### config.mk
export PLATFORM = sky130hd
export DESIGN_NAME = afc_control
export DESIGN_NICKNAME = d
export VERILOG_FILES = /design/src/afc_pkg.sv /design/src/afc_control.sv /design/src/afc_rate_div.sv
export SDC_FILE = /design/constraint.sdc
export NUM_CORES = 1
export LEC_CHECK = 0
export ABC_AREA = 1
export BUFFER_PORTS_ARGS = -buffer_cell sky130_fd_sc_hd__buf_2
export CORE_UTILIZATION = 25
export DETAILED_ROUTE_END_ITERATION = 6
export PLACE_DENSITY_LB_ADDON = 0.12
export SYNTH_ARGS = -nofsm -noshare
export SYNTH_HDL_FRONTEND = slang
export SYNTH_SLANG_ARGS = --single-unit
### constraint.sdc
create_clock -name clk -period 2.7 [get_ports clk]
set_input_delay 0.27 -clock clk [delete_from_list [all_inputs] [get_ports clk]]
set_output_delay 0.27 -clock clk [all_outputs]
set_load 0.005 [all_outputs]
### src/afc_pkg.sv
// Operation
// highpass code: off, or three corner fractions
// word length 16/20/24/32, resets to 16
// frame: I2S, DSP, right, left justified
// right justified needs integer rate ratio
// playback rate is reference over eight divisors
// record rate uses same divisor set
// reference rate kept within 39-53 kHz
// mute bit one mutes, resets muted
// gain in half-dB steps, resets all ones
// under auto gain, readback shows live gain
// target code picks eight output levels
// timing field picks attack and decay times
// loop timing independent of sample rate
// enable hands gain stage to auto loop
// reserved bits read zero, ignore writes
package afc_pkg;

  // ==========================================================
  // register map
  localparam logic [7:0]  AUDIO_FMT_OFFSET   = 8'h00;
  localparam logic [7:0]  HEADSET_GAIN_OFFSET = 8'h01;
  localparam logic [15:0] AUDIO_FMT_RESET    = 16'h0000;
  localparam logic [15:0] HEADSET_GAIN_RESET = 16'hff00;
  // decoded outputs after reset: 16-bit words, top gain, -5.5 dB
  localparam logic [5:0]  WORD_BITS_RESET    = 6'h10;
  localparam logic [6:0]  PGA_GAIN_RESET     = 7'h7f;
  localparam logic [5:0]  TARGET_RESET       = 6'h0b;
  // writable bits of the format register; the rest read zero
  localparam logic [15:0] AUDIO_FMT_WMASK    = 16'hcf3f;

  // ==========================================================
  // field positions, format register
  localparam int HPF_LSB     = 14;
  localparam int SAMPLE_WORD_LENGTH_LSB    = 10;
  localparam int FRAME_LSB   = 8;
  localparam int PLAY_FS_LSB = 3;
  localparam int REC_FS_LSB  = 0;

  // field positions, headset gain register
  localparam int MUTE_BIT    = 15;
  localparam int GAIN_LSB    = 8;
  localparam int TARGET_LSB  = 5;
  localparam int TIMING_LSB  = 1;
  localparam int AGC_EN_BIT  = 0;

  // ==========================================================
  // frame format codes
  localparam logic [1:0] FRAME_I2S   = 2'h0;
  localparam logic [1:0] FRAME_DSP   = 2'h1;
  localparam logic [1:0] FRAME_RIGHT = 2'h2;
  localparam logic [1:0] FRAME_LEFT  = 2'h3;

  // ==========================================================
  // decode tables, entry 0 in the low bits
  // rate divisor times two: 1,1.5,2,3,4,5,5.5,6
  localparam logic [31:0] DIV_HALF_TABLE = 32'hcba8_6432;
  // highpass corner in units of 0.0001 of sample rate
  localparam logic [31:0] HPF_CORNER_TABLE = 32'hfa7d_2d00;
  // bits per sample
  localparam logic [31:0] WORD_BITS_TABLE = 32'h2018_1410;
  // target level magnitude in half-dB
  localparam logic [63:0] TARGET_TABLE = 64'h3028_221c_1814_100b;
  // attack time in ms
  localparam logic [31:0] ATTACK_MS_TABLE = 32'h1410_0b08;
  // decay time in ms
  localparam logic [63:0] DECAY_MS_TABLE = 64'h01f4_0190_00c8_0064;

  // ==========================================================
  // timing
  localparam int CLK_PERIOD_PS = 5000;
  localparam int MS_TICK_PS    = 1000000000;
  localparam int MS_CYCLES     = MS_TICK_PS / CLK_PERIOD_PS;

endpackage

### src/afc_control.sv
`timescale 1ns/100ps
module afc_control #(
  parameter int MS_CYCLES = afc_pkg::MS_CYCLES
) (
  input  wire logic        clk,
  input  wire logic        sys_rst,
  // register port
  input  wire logic [7:0]  reg_addr,
  input  wire logic [15:0] reg_wdata,
  input  wire logic        reg_wr,
  input  wire logic        reg_rd,
  output logic      [15:0] reg_rdata,
  // datapath status, same clock
  input  wire logic        fsref_tick,
  input  wire logic        headset_input_selected,
  input  wire logic        auto_gain_mute,
  input  wire logic [6:0]  auto_gain_level,
  // decoded configuration
  output logic             record_highpass_enable,
  output logic      [7:0]  record_highpass_corner,
  output logic      [5:0]  sample_word_bits,
  output logic             frame_i2s,
  output logic             frame_dsp,
  output logic             frame_right,
  output logic             frame_left,
  // sample rate enables, one-cycle pulses
  output logic             playback_sample_tick,
  output logic             record_sample_tick,
  // headset/aux gain stage and loop settings
  output logic             headset_pga_mute,
  output logic      [6:0]  headset_pga_gain,
  output logic             headset_auto_gain_active,
  output logic      [5:0]  headset_target_half_db,
  output logic             headset_attack_step,
  output logic             headset_decay_step
);

  // ==========================================================
  // register storage
  logic [15:0] audio_format_rate_control_reg;
  logic [15:0] headset_input_gain_control_reg;

  // fields of the format register
  logic [1:0] record_highpass_select;
  logic [1:0] sample_word_length;
  logic [1:0] serial_frame_format;
  logic [2:0] playback_rate_divisor;
  logic [2:0] record_rate_divisor;

  // fields of the headset gain register
  logic       headset_input_mute;
  logic [6:0] headset_input_gain;
  logic [2:0] headset_auto_gain_target;
  logic [3:0] headset_auto_gain_timing;
  logic       headset_auto_gain_enable;

  // derived controls
  logic       agc_live;
  logic [3:0] play_div_half;
  logic [3:0] rec_div_half;

  // format register field slices
  assign record_highpass_select =
    audio_format_rate_control_reg[afc_pkg::HPF_LSB +: 2];
  assign sample_word_length =
    audio_format_rate_control_reg[afc_pkg::SAMPLE_WORD_LENGTH_LSB +: 2];
  assign serial_frame_format =
    audio_format_rate_control_reg[afc_pkg::FRAME_LSB +: 2];
  assign playback_rate_divisor =
    audio_format_rate_control_reg[afc_pkg::PLAY_FS_LSB +: 3];
  assign record_rate_divisor =
    audio_format_rate_control_reg[afc_pkg::REC_FS_LSB +: 3];

  // headset gain register field slices
  assign headset_input_mute =
    headset_input_gain_control_reg[afc_pkg::MUTE_BIT];
  assign headset_input_gain =
    headset_input_gain_control_reg[afc_pkg::GAIN_LSB +: 7];
  assign headset_auto_gain_target =
    headset_input_gain_control_reg[afc_pkg::TARGET_LSB +: 3];
  assign headset_auto_gain_timing =
    headset_input_gain_control_reg[afc_pkg::TIMING_LSB +: 4];
  assign headset_auto_gain_enable =
    headset_input_gain_control_reg[afc_pkg::AGC_EN_BIT];

  // loop owns the gain only while enabled and on this input
  assign agc_live = headset_auto_gain_enable & headset_input_selected;

  // ==========================================================
  // write decode; a strobe to an unmapped offset hits nothing
  // and is dropped without side effects
  logic fmt_wr_hit;
  logic gain_wr_hit;

  assign fmt_wr_hit  = reg_wr && (reg_addr == afc_pkg::AUDIO_FMT_OFFSET);
  assign gain_wr_hit = reg_wr && (reg_addr == afc_pkg::HEADSET_GAIN_OFFSET);

  // format register write; reserved bits are masked so that
  // they can never hold a one
  always_ff @(posedge clk) begin
    if (sys_rst) begin
      audio_format_rate_control_reg <= afc_pkg::AUDIO_FMT_RESET;
    end else if (fmt_wr_hit) begin
      audio_format_rate_control_reg <=
        reg_wdata & afc_pkg::AUDIO_FMT_WMASK;
    end
  end

  // headset gain register write; starts muted at top gain code
  // writes are stored even while the loop owns the stage
  always_ff @(posedge clk) begin
    if (sys_rst) begin
      headset_input_gain_control_reg <= afc_pkg::HEADSET_GAIN_RESET;
    end else if (gain_wr_hit) begin
      headset_input_gain_control_reg <= reg_wdata;
    end
  end

  // ==========================================================
  // read select: the addressed word, or zero for an unmapped
  // offset so software never sees a neighbour's contents
  logic [15:0] read_mux;

  always_comb begin
    read_mux = 16'h0000;
    if (reg_addr == afc_pkg::AUDIO_FMT_OFFSET) begin
      read_mux = audio_format_rate_control_reg;
    end else if (reg_addr == afc_pkg::HEADSET_GAIN_OFFSET) begin
      if (agc_live) begin
        // the loop's live gain stands in for the stored bits
        read_mux = {auto_gain_mute, auto_gain_level,
                    headset_input_gain_control_reg[7:0]};
      end else begin
        read_mux = headset_input_gain_control_reg;
      end
    end
  end

  // read data stand one cycle after the strobe only and fall
  // back to zero, so a late sample cannot catch an old word
  always_ff @(posedge clk) begin
    if (sys_rst) begin
      reg_rdata <= 16'h0000;
    end else if (reg_rd) begin
      reg_rdata <= read_mux;
    end else begin
      reg_rdata <= 16'h0000;
    end
  end

  // ==========================================================
  // highpass and word length decode, registered
  // registered so the datapath sees one settled code per edge
  always_ff @(posedge clk) begin
    if (sys_rst) begin
      record_highpass_enable <= 1'b0;
      record_highpass_corner <= 8'h00;
      sample_word_bits       <= afc_pkg::WORD_BITS_RESET;
    end else begin
      record_highpass_enable <= (record_highpass_select != 2'h0);
      record_highpass_corner <=
        afc_pkg::HPF_CORNER_TABLE[{record_highpass_select, 3'h0} +: 8];
      sample_word_bits <= 6'(afc_pkg::WORD_BITS_TABLE[
        {sample_word_length, 3'h0} +: 8]);
    end
  end

  // serial frame format, one-hot to the serial port
  // exactly one of the four is high at any time
  always_ff @(posedge clk) begin
    if (sys_rst) begin
      frame_i2s   <= 1'b1;
      frame_dsp   <= 1'b0;
      frame_right <= 1'b0;
      frame_left  <= 1'b0;
    end else begin
      frame_i2s   <= (serial_frame_format == afc_pkg::FRAME_I2S);
      frame_dsp   <= (serial_frame_format == afc_pkg::FRAME_DSP);
      // ratio check is software's job; the port just obeys
      frame_right <= (serial_frame_format == afc_pkg::FRAME_RIGHT);
      frame_left  <= (serial_frame_format == afc_pkg::FRAME_LEFT);
    end
  end

  // ==========================================================
  // sample rate enables from the reference tick; the reference
  // itself must already lie in its legal band
  // both dividers share the reference tick and the divisor
  // table, so codes kept equal since reset give ticks on the same edges
  assign play_div_half =
    afc_pkg::DIV_HALF_TABLE[{playback_rate_divisor, 2'h0} +: 4];
  assign rec_div_half =
    afc_pkg::DIV_HALF_TABLE[{record_rate_divisor, 2'h0} +: 4];

  // playback rate enable
  afc_rate_div u_play_div (
    .clk        (clk),
    .sys_rst    (sys_rst),
    .fsref_tick (fsref_tick),
    .div_half   (play_div_half),
    .rate_tick  (playback_sample_tick)
  );

  // record rate enable; own accumulator, same divisor table
  afc_rate_div u_rec_div (
    .clk        (clk),
    .sys_rst    (sys_rst),
    .fsref_tick (fsref_tick),
    .div_half   (rec_div_half),
    .rate_tick  (record_sample_tick)
  );

  // ==========================================================
  // gain stage source: loop or software fields
  // mute and gain switch together, so the stage never pairs
  // a loop gain with a software mute
  always_ff @(posedge clk) begin
    if (sys_rst) begin
      headset_pga_mute         <= 1'b1;
      headset_pga_gain         <= afc_pkg::PGA_GAIN_RESET;
      headset_auto_gain_active <= 1'b0;
    end else begin
      headset_auto_gain_active <= agc_live;
      if (agc_live) begin
        headset_pga_mute <= auto_gain_mute;
        headset_pga_gain <= auto_gain_level;
      end else begin
        headset_pga_mute <= headset_input_mute;
        headset_pga_gain <= headset_input_gain;
      end
    end
  end

  // target level decode
  // kept as a positive magnitude; the sign is always negative
  always_ff @(posedge clk) begin
    if (sys_rst) begin
      headset_target_half_db <= afc_pkg::TARGET_RESET;
    end else begin
      headset_target_half_db <= 6'(afc_pkg::TARGET_TABLE[
        {headset_auto_gain_target, 3'h0} +: 8]);
    end
  end

  // ==========================================================
  // loop step timing: a millisecond tick made from clk, so the
  // attack and decay periods do not follow the sample rate
  // MS_CYCLES is one millisecond of clk; benches shrink it
  localparam int MS_W = $clog2(MS_CYCLES + 1);

  logic [MS_W-1:0] ms_cnt_reg;
  logic            ms_tick;
  logic [8:0]      step_len [2];
  logic [1:0]      step_pulse;

  // counter restarts while the loop is off, so the first step
  // after enable comes a full period later
  always_ff @(posedge clk) begin
    if (sys_rst || !agc_live) begin
      ms_cnt_reg <= '0;
      ms_tick    <= 1'b0;
    end else if (ms_cnt_reg == MS_W'(MS_CYCLES - 1)) begin
      ms_cnt_reg <= '0;
      ms_tick    <= 1'b1;
    end else begin
      ms_cnt_reg <= ms_cnt_reg + 1'b1;
      ms_tick    <= 1'b0;
    end
  end

  // low two timing bits pick attack, high two pick decay
  assign step_len[0] = 9'(afc_pkg::ATTACK_MS_TABLE[
    {headset_auto_gain_timing[1:0], 3'h0} +: 8]);
  assign step_len[1] = afc_pkg::DECAY_MS_TABLE[
    {headset_auto_gain_timing[3:2], 4'h0} +: 9];

  // one step counter each for attack (0) and decay (1)
  for (genvar gi = 0; gi < 2; gi++) begin : g_step
    // millisecond ticks since the last step
    logic [8:0] step_cnt_reg;

    always_ff @(posedge clk) begin
      if (sys_rst || !agc_live) begin
        step_cnt_reg   <= 9'h000;
        step_pulse[gi] <= 1'b0;
      end else if (ms_tick) begin
        // a shortened period applies at once; a count already past it wraps at the next ms_tick
        if (step_cnt_reg >= step_len[gi] - 9'h001) begin
          step_cnt_reg   <= 9'h000;
          step_pulse[gi] <= 1'b1;
        end else begin
          step_cnt_reg   <= step_cnt_reg + 9'h001;
          step_pulse[gi] <= 1'b0;
        end
      end else begin
        step_pulse[gi] <= 1'b0;
      end
    end
  end

  // named outputs; each bit is a flop inside the loop
  assign headset_attack_step = step_pulse[0];
  assign headset_decay_step  = step_pulse[1];

endmodule // afc_control

### src/afc_rate_div.sv
`timescale 1ns/100ps
// fractional divider: emits one tick per div_half/2 reference ticks,
// which covers the 1.5 and 5.5 divisors without a faster clock
module afc_rate_div (
  input  wire logic       clk,
  input  wire logic       sys_rst,
  input  wire logic       fsref_tick,
  input  wire logic [3:0] div_half,
  output logic            rate_tick
);

  logic [4:0] acc_reg;
  logic [4:0] acc_sum;

  // each reference tick adds two half-units
  assign acc_sum = acc_reg + 5'h02;

  // ==========================================================
  // accumulator; a shrinking divisor can leave acc above it,
  // the compare then fires at once and the residue settles
  always_ff @(posedge clk) begin
    if (sys_rst) begin
      acc_reg   <= 5'h00;
      rate_tick <= 1'b0;
    end else if (fsref_tick) begin
      if (acc_sum >= {1'b0, div_half}) begin
        acc_reg   <= acc_sum - {1'b0, div_half};
        rate_tick <= 1'b1;
      end else begin
        acc_reg   <= acc_sum;
        rate_tick <= 1'b0;
      end
    end else begin
      rate_tick <= 1'b0;
    end
  end

endmodule // afc_rate_div

==> flow_metrics.py, run 1 <==
metrics = {
    "floorplanning": {
        "fp-row-count": 54,
        "core_area_sq_um": 22100,
        "die_area_sq_um": 23400,
        "initial_utilization_pct": 25.8,
        "fp.dieW_um": 153,
        "die_h_um": 153,
        "io-pin-count": 92,
    },
    "detailed_routing": {
        "ant_nets": 0,
        "dr.first_iter.drc_count": 160,
        "wl_mm": 14.1,
        "wl_per_cell_um": 12.8,
        "drc": 0,
        "vias": 4714,
        "vias_per_cell": 4.29,
        "drtPass1Iterations": 4,
    },
    "pwr": {
        "vdd_drop_max_uv": 287,
        "leakagePower_nw": 3.06,
        "power.density_nw_per_um2": 703,
    },
    "yosys": {
        "ys_ff_latch": 122,
        "synthFlopType": "dfxtp_1",
        "synth_edf_count": 0,
        "yosys_warnings": 0,
        "synth_cell_types": 38,
        "synth.avg_cell_area_sq_um": 8.04,
        "yosysSeqAreaShare_pct": 42.9,
        "syn_area_sq_um": 5700,
        "synthCells": 708,
        "async_flop_share_pct": 0,
    },
    "layout": {
        "n_fill_cell": 2370,
        "utilization_pct": 31.7,
        "syn_to_final_growth_pct": 23.1,
        "instances_no_fill": 1098,
        "fin_nets": 888,
        "drive_gt1_share_pct": 18.2,
    },
    "clock_tree": {
        "clk-insertion-delay-late_ns": 0.41,
        "cts_sinks": 122,
        "h-tree-depth": 4,
        "root_buffer": "clkbuf_16",
        "cts.path.max_buffers": 2,
        "cts_tree": "done",
        "cts.clk_slew.worst_paths_ns": 0.07,
        "cts-hold-fix-buffers": 0,
        "postCtsSetupBuffers": 0,
        "cts_resized": 0,
        "numCtsBuffers": 17,
    },
    "worst_setup_path": {
        "cp-start-kind": "register",
        "critPathCaptureType": "register",
        "cp.required_ns": 3.06,
        "critPathArrivalTime_ns": 2.79,
        "critPathKind": "register to register",
        "worstPathMaxFanout": 4,
    },
    "placement": {
        "dp_cells": 1062,
        "gp_congestion": 0.761,
        "dp.final_hpwl_mm": 10.5,
        "portBuffers": 89,
        "dp_slack_ns": 0.254,
    },
    "timing": {
        "finalHoldViolations": 0,
        "final_max_slew_viol_count": 0,
        "period_minus_slack_ns": 2.44,
        "max_slew_margin_pct": 49.6,
        "grt_setup_unrepaired": "no",
        "clock_skew_ns": 0.00988,
        "setup_viol": 0,
        "fin_setup_tns_ns": 0,
        "finalWorstSetupSlack_ns": 0.264,
        "fin_crit_sh_pct": 90.2,
        "fmax_mhz": 411,
        "worstMarginPinSlew_ns": 0.755,
    },
    "grt": {
        "grt_max_degree": 26,
        "grt_pass1_wl_mm": 23.1,
        "grt_use_total_pct": 12.5,
        "antenna_found_initial": 6,
        "grt_pass1_vias": 4622,
        "gr-total-overflow": 0,
    },
    "worst_hold_path": {
        "hp-class": "input pin to register",
    },
    "run": {
        "drv_cap": 0,
    },
    "run_status": {
        "status": "finished clean",
    },
}
[power breakdown]
group          total [mW]  internal [mW]  switching (mW)
Clock                2.24           1.30           0.943
Combinational       0.777          0.301           0.476
Sequential           1.91           1.86          0.0478
[cells in the mapped netlist, types with 2 or more instances]
library cell | n | area [sq um]
a21oi_1 | 40 | 200
buf_1 | 2 | 7.51
buf_2 | 8 | 40.0
buf_4 | 7 | 52.6
clkbuf_1 | 5 | 18.8
dfxtp_1 | 122 | 2440
fa_1 | 2 | 40.0
ha_1 | 47 | 588
inv_1 | 75 | 282
mux2i_1 | 9 | 90.1
nand2_1 | 121 | 454
nand2_2 | 3 | 18.8
nand3_1 | 55 | 275
nand3_2 | 2 | 20.0
nand3b_1 | 5 | 37.5
nand4_1 | 14 | 87.6
nor2_1 | 81 | 304
nor2_2 | 2 | 12.5
nor2_4 | 2 | 22.5
nor3_1 | 10 | 50.1
nor3_2 | 2 | 20.0
o211ai_1 | 2 | 15.0
o21ai_0 | 37 | 185
o21bai_1 | 2 | 15.0
o22ai_1 | 12 | 75.1
or2_2 | 5 | 31.3
xnor2_1 | 9 | 78.8
xor2_1 | 17 | 149
[layout make-up]
cell class | count | area [sq um] | area share (%)
diodes | 4 | 10.0 | 0.143
clock buffers | 17 | 425 | 6.07
clock inverters | 15 | 158 | 2.25
inverters | 76 | 285 | 4.07
multi-input cells | 488 | 2840 | 40.5
flip-flops and latches | 122 | 2440 | 34.8
well taps | 280 | 350 | 5.00
repair buffers | 96 | 498 | 7.10
[metrics by stage]
stage	hold WS (ns)	cell area, sq um	power [mW]
3_5_place_dp	0.412	6420	2.72
3_3_place_gp	0.414	6420	2.74
5_1_grt	0.0721	7010	5.22
2_1_floorplan	0.378	5700	2.53
4_1_cts	0.0586	7000	5.01
6_report	0.0795	7010	4.93
[per-layer routing]
metal | up-vias | track usage [%] | share of wire [%]
met5 | - | 0 | 0.092
met4 | 2 | 4.43 | 1.2
met3 | 12 | 4.96 | 6.2
met2 | 80 | 19.3 | 44
met1 | 2106 | 15.8 | 49
li1 | 2514 | - | -
[worst max-delay path, cell delays in order, from the launching register on]
cell     delay (ns)
dfxtp_1        0.35
inv_1          0.10
ha_1           0.29
or2_2          0.28
o21ai_0        0.15
inv_1          0.08
ha_1           0.30
nand2_1        0.07
nand2_1        0.08
nand3_1        0.10
nand2_1        0.11
nor2_1         0.21
nand2_1        0.08
nand3_1        0.08
nand2_1        0.06
inv_1          0.05
[worst paths after layout]
kind | depth (start not counted) | slack (ns) | endpoint | from
worst max-delay path | 15 | 0.26 | u_play_div.acc_reg[1] | audio_format_rate_control_reg[3]
worst min-delay path | 3 | 0.08 | headset_pga_gain[3] | auto_gain_level[3]
worst min register to register | 1 | 0.42 | sample_word_bits[3] | audio_format_rate_control_reg[10]
worst max register to register | 15 | 0.26 | u_play_div.acc_reg[1] | audio_format_rate_control_reg[3]
[cell families after synthesis]
family	count (synthesis)	share of synthesized area [%]
simple gates	306	24.1
flops	122	42.9
buf+inv	99	7.29
compound gates	96	9.03
fa+ha+maj	49	11.0
xor+xnor	26	4.00
mux	9	1.58
other cells	1	0.0658
[cell usage in the layout (no fill, tap or decap), types with 17 or more instances in the layout]
| cell | instances |
|---|---|
| dfxtp_1 | 122 |
| nand2_1 | 121 |
| buf_2 | 89 |
| nor2_1 | 81 |
| inv_1 | 75 |
| nand3_1 | 55 |
| ha_1 | 47 |
| a21oi_1 | 40 |
| o21ai_0 | 36 |
| xor2_1 | 17 |
| clkbuf_16 | 17 |
(Power assumes the default switching activity.)
==> run 2: changes to the inputs <==
--- a/config.mk
+++ b/config.mk
@@ -7,6 +7,8 @@
 export LEC_CHECK = 0
 export ABC_AREA = 1
 export BUFFER_PORTS_ARGS = -buffer_cell sky130_fd_sc_hd__buf_2
+export CELL_PAD_IN_SITES_DETAIL_PLACEMENT = 2
+export CELL_PAD_IN_SITES_GLOBAL_PLACEMENT = 2
 export CORE_UTILIZATION = 25
 export DETAILED_ROUTE_END_ITERATION = 6
 export PLACE_DENSITY_LB_ADDON = 0.12
==> run 2 against run 1 <==
Compared with the run above:
- routed wire length is 23% higher
- non-clock buffer count down 2
- highest routed layer is now met4
- largest cell class unchanged
- die area is the same
- clock power increased by 2%
- setup slack improved by 0.0086 ns
- fmax rose by 0.35%
- clock skew down 0.00068 ns
- total power up 2.9%
- sequential power barely moved
- utilization stayed put
==> flow_metrics.py, run 2 (synthesis gave the netlist of run 1 again) <==
metrics = {
    "layout": {
        "final_cell_mix": "dfxtp_1, nand2_1, buf_2",
        "multi_input_area_sq_um": 2860,
        "seq_area_sq_um": 2440,
        "drive_gt1_share_pct": 18.6,
        "final_common_cell": "dfxtp_1",
        "fin_nets": 886,
        "n_fill_cell": 2522,
        "syn_to_final_growth_pct": 23.1,
        "finalInstanceArea_sq_um": 7010,
    },
    "worst_setup_path": {
        "rr_worst_depth": 15,
        "critPathKind": "register to register",
        "cpMaxStageDelayCell": "dfxtp_1",
        "critPathCaptureType": "register",
        "path_buf_inv": 3,
        "slowest_delay_ns": 0.38,
        "crit_chain": "inv_1, ha_1, or2_2, o21ai_2, inv_1, ha_1, nand2_1, nand2_1, nand3_1, nand2_2, nor2_4, nand2_1, nand3_1, nand2_1, inv_1",
        "r2r-start": "audio_format_rate_control_reg[3]",
        "cp-startpoint": "audio_format_rate_control_reg[3]",
        "critPathArrivalTime_ns": 2.80,
        "reg2reg_slack_ns": 0.27,
        "critPathTopFamily": "simple AND/OR/NAND/NOR gates",
        "worstReg2RegEnd": "u_play_div.acc_reg[1]",
        "crit_top_cell": "nand2_1",
        "cp-start-kind": "register",
        "worstPathMaxFanout": 4,
        "cp.required_ns": 3.08,
    },
    "pwr": {
        "power_frac_seq_pct": 37.8,
        "comb_power_share_pct": 17.1,
        "p_int_mw": 3.42,
        "power.share.clock_pct": 45.2,
        "leakagePower_nw": 3.06,
        "vdd_drop_max_uv": 300,
        "p_switching_mw": 1.65,
        "power.density_nw_per_um2": 723,
        "p_sw_share_pct": 32.5,
    },
    "placement": {
        "portBuffers": 89,
        "placed_area_sq_um": 6400,
        "gp_congestion": 0.765,
        "dp.final_hpwl_mm": 13.2,
    },
    "timing": {
        "fin_crit_sh_pct": 89.9,
        "finalHoldViolations": 0,
        "clock_skew_ns": 0.00920,
        "final_max_slew_viol_count": 0,
        "grt_setup_unrepaired": "no",
        "worstMarginPinSlew_ns": 0.775,
        "period_minus_slack_ns": 2.43,
        "max_slew_margin_pct": 48.2,
        "fin_setup_tns_ns": 0,
        "setup_viol": 0,
        "fmax_mhz": 412,
    },
    "floorplanning": {
        "core_area_sq_um": 22100,
        "initial_utilization_pct": 25.8,
        "fp-row-count": 54,
        "die_area_sq_um": 23400,
        "fp.dieW_um": 153,
        "io-pin-count": 92,
        "die_h_um": 153,
    },
    "clock_tree": {
        "h-tree-depth": 4,
        "root_buffer": "clkbuf_16",
        "clk-insertion-delay-late_ns": 0.43,
        "cts_sinks": 122,
        "cts.path.max_buffers": 2,
        "cts.clk_slew.worst_paths_ns": 0.07,
        "cts_tree": "done",
        "numCtsBuffers": 17,
        "cts-hold-fix-buffers": 0,
    },
    "grt": {
        "grt_use_total_pct": 15.8,
        "grt_max_degree": 28,
        "grt_pass1_vias": 5604,
        "grt_pass1_wl_mm": 29.1,
        "gr-total-overflow": 0,
        "antenna_found_initial": 0,
    },
    "detailed_routing": {
        "drtPass1Iterations": 4,
        "dr.first_iter.drc_count": 139,
        "drc": 0,
        "ant_nets": 0,
        "wl_per_cell_um": 15.8,
        "vias": 4981,
        "wl_mm": 17.3,
        "vias_per_cell": 4.56,
    },
    "worst_hold_path": {
        "hold_start": "auto_gain_level[3]",
        "hold_depth": 3,
        "min_to": "headset_pga_gain[3]",
        "hp-class": "input pin to register",
    },
    "run_status": {
        "status": "finished clean",
    },
    "run": {
        "drv_cap": 0,
    },
}
-- run 2: cell types whose count changed in the layout (fill, tap and decap cells not counted), sizes merged --
| cell | delta |
|---|---|
| diode | -3 |
| clkinv | -4 |
| buf | -2 |
| bufinv | -1 |
| inv | +6 |
| clkinvlp | -1 |
-- run 2: layout make-up --
cell class              count  share of cell area, %
diodes                      1                 0.0357
clock inverters            15                   2.30
inverters                  76                   4.07
multi-input cells         488                   40.8
clock buffers              17                   6.07
repair buffers             94                   6.89
well taps                 280                   5.00
flip-flops and latches    122                   34.8
-- run 2: routing by layer --
metal  track usage, %  wire, um
met1             18.7      7750
met2             28.4      8810
met3             3.18       487
met4             4.91       222
met5                0         0
-- run 2: what timing repair did --
item,4_1_cts,5_1_grt
setup buffers,0,0
cloned,0,0
setup endpoints to repair,2,8
pin swaps,0,0
resized for setup,1,9
-- run 2: worst min-delay path: stages --
cell and delay [ns]:
buf_2 0.08, mux2i_1 0.07, nand2_1 0.06
-- run 2: worst max-delay path by stage --
stage	cells after the start	endpoint	slack (ns)
after floorplan	13	u_rec_div.acc_reg[0]	0.46
after global placement	13	u_rec_div.acc_reg[0]	0.31
after detailed placement	15	u_play_div.acc_reg[1]	0.09
after CTS	15	u_play_div.acc_reg[1]	0.07
after global routing	13	u_rec_div.acc_reg[0]	0.03
final	15	u_play_div.acc_reg[1]	0.27
-- run 2: power groups by stage --
stage	combinational, mW	sequential [mW]	clock (mW)
finish	0.865	1.91	2.29
global route	1.01	1.92	2.43
CTS	0.839	1.92	2.37
detailed placement	0.825	1.96	0
global placement	0.776	1.96	0
floorplan	0.589	1.94	0
-- run 2: per-stage QoR --
step	cells	setup slack (ns)	utilization [%]	hold WS [ns]	power [mW]
2_1_floorplan	709	0.464	-	0.378	2.53
3_3_place_gp	1060	0.309	29.0	0.404	2.73
3_5_place_dp	1060	0.0911	29.0	0.412	2.78
4_1_cts	1092	0.0666	31.6	0.0713	5.13
5_1_grt	1092	0.0342	31.7	0.0914	5.36
6_report	1093	0.273	31.7	0.0923	5.07
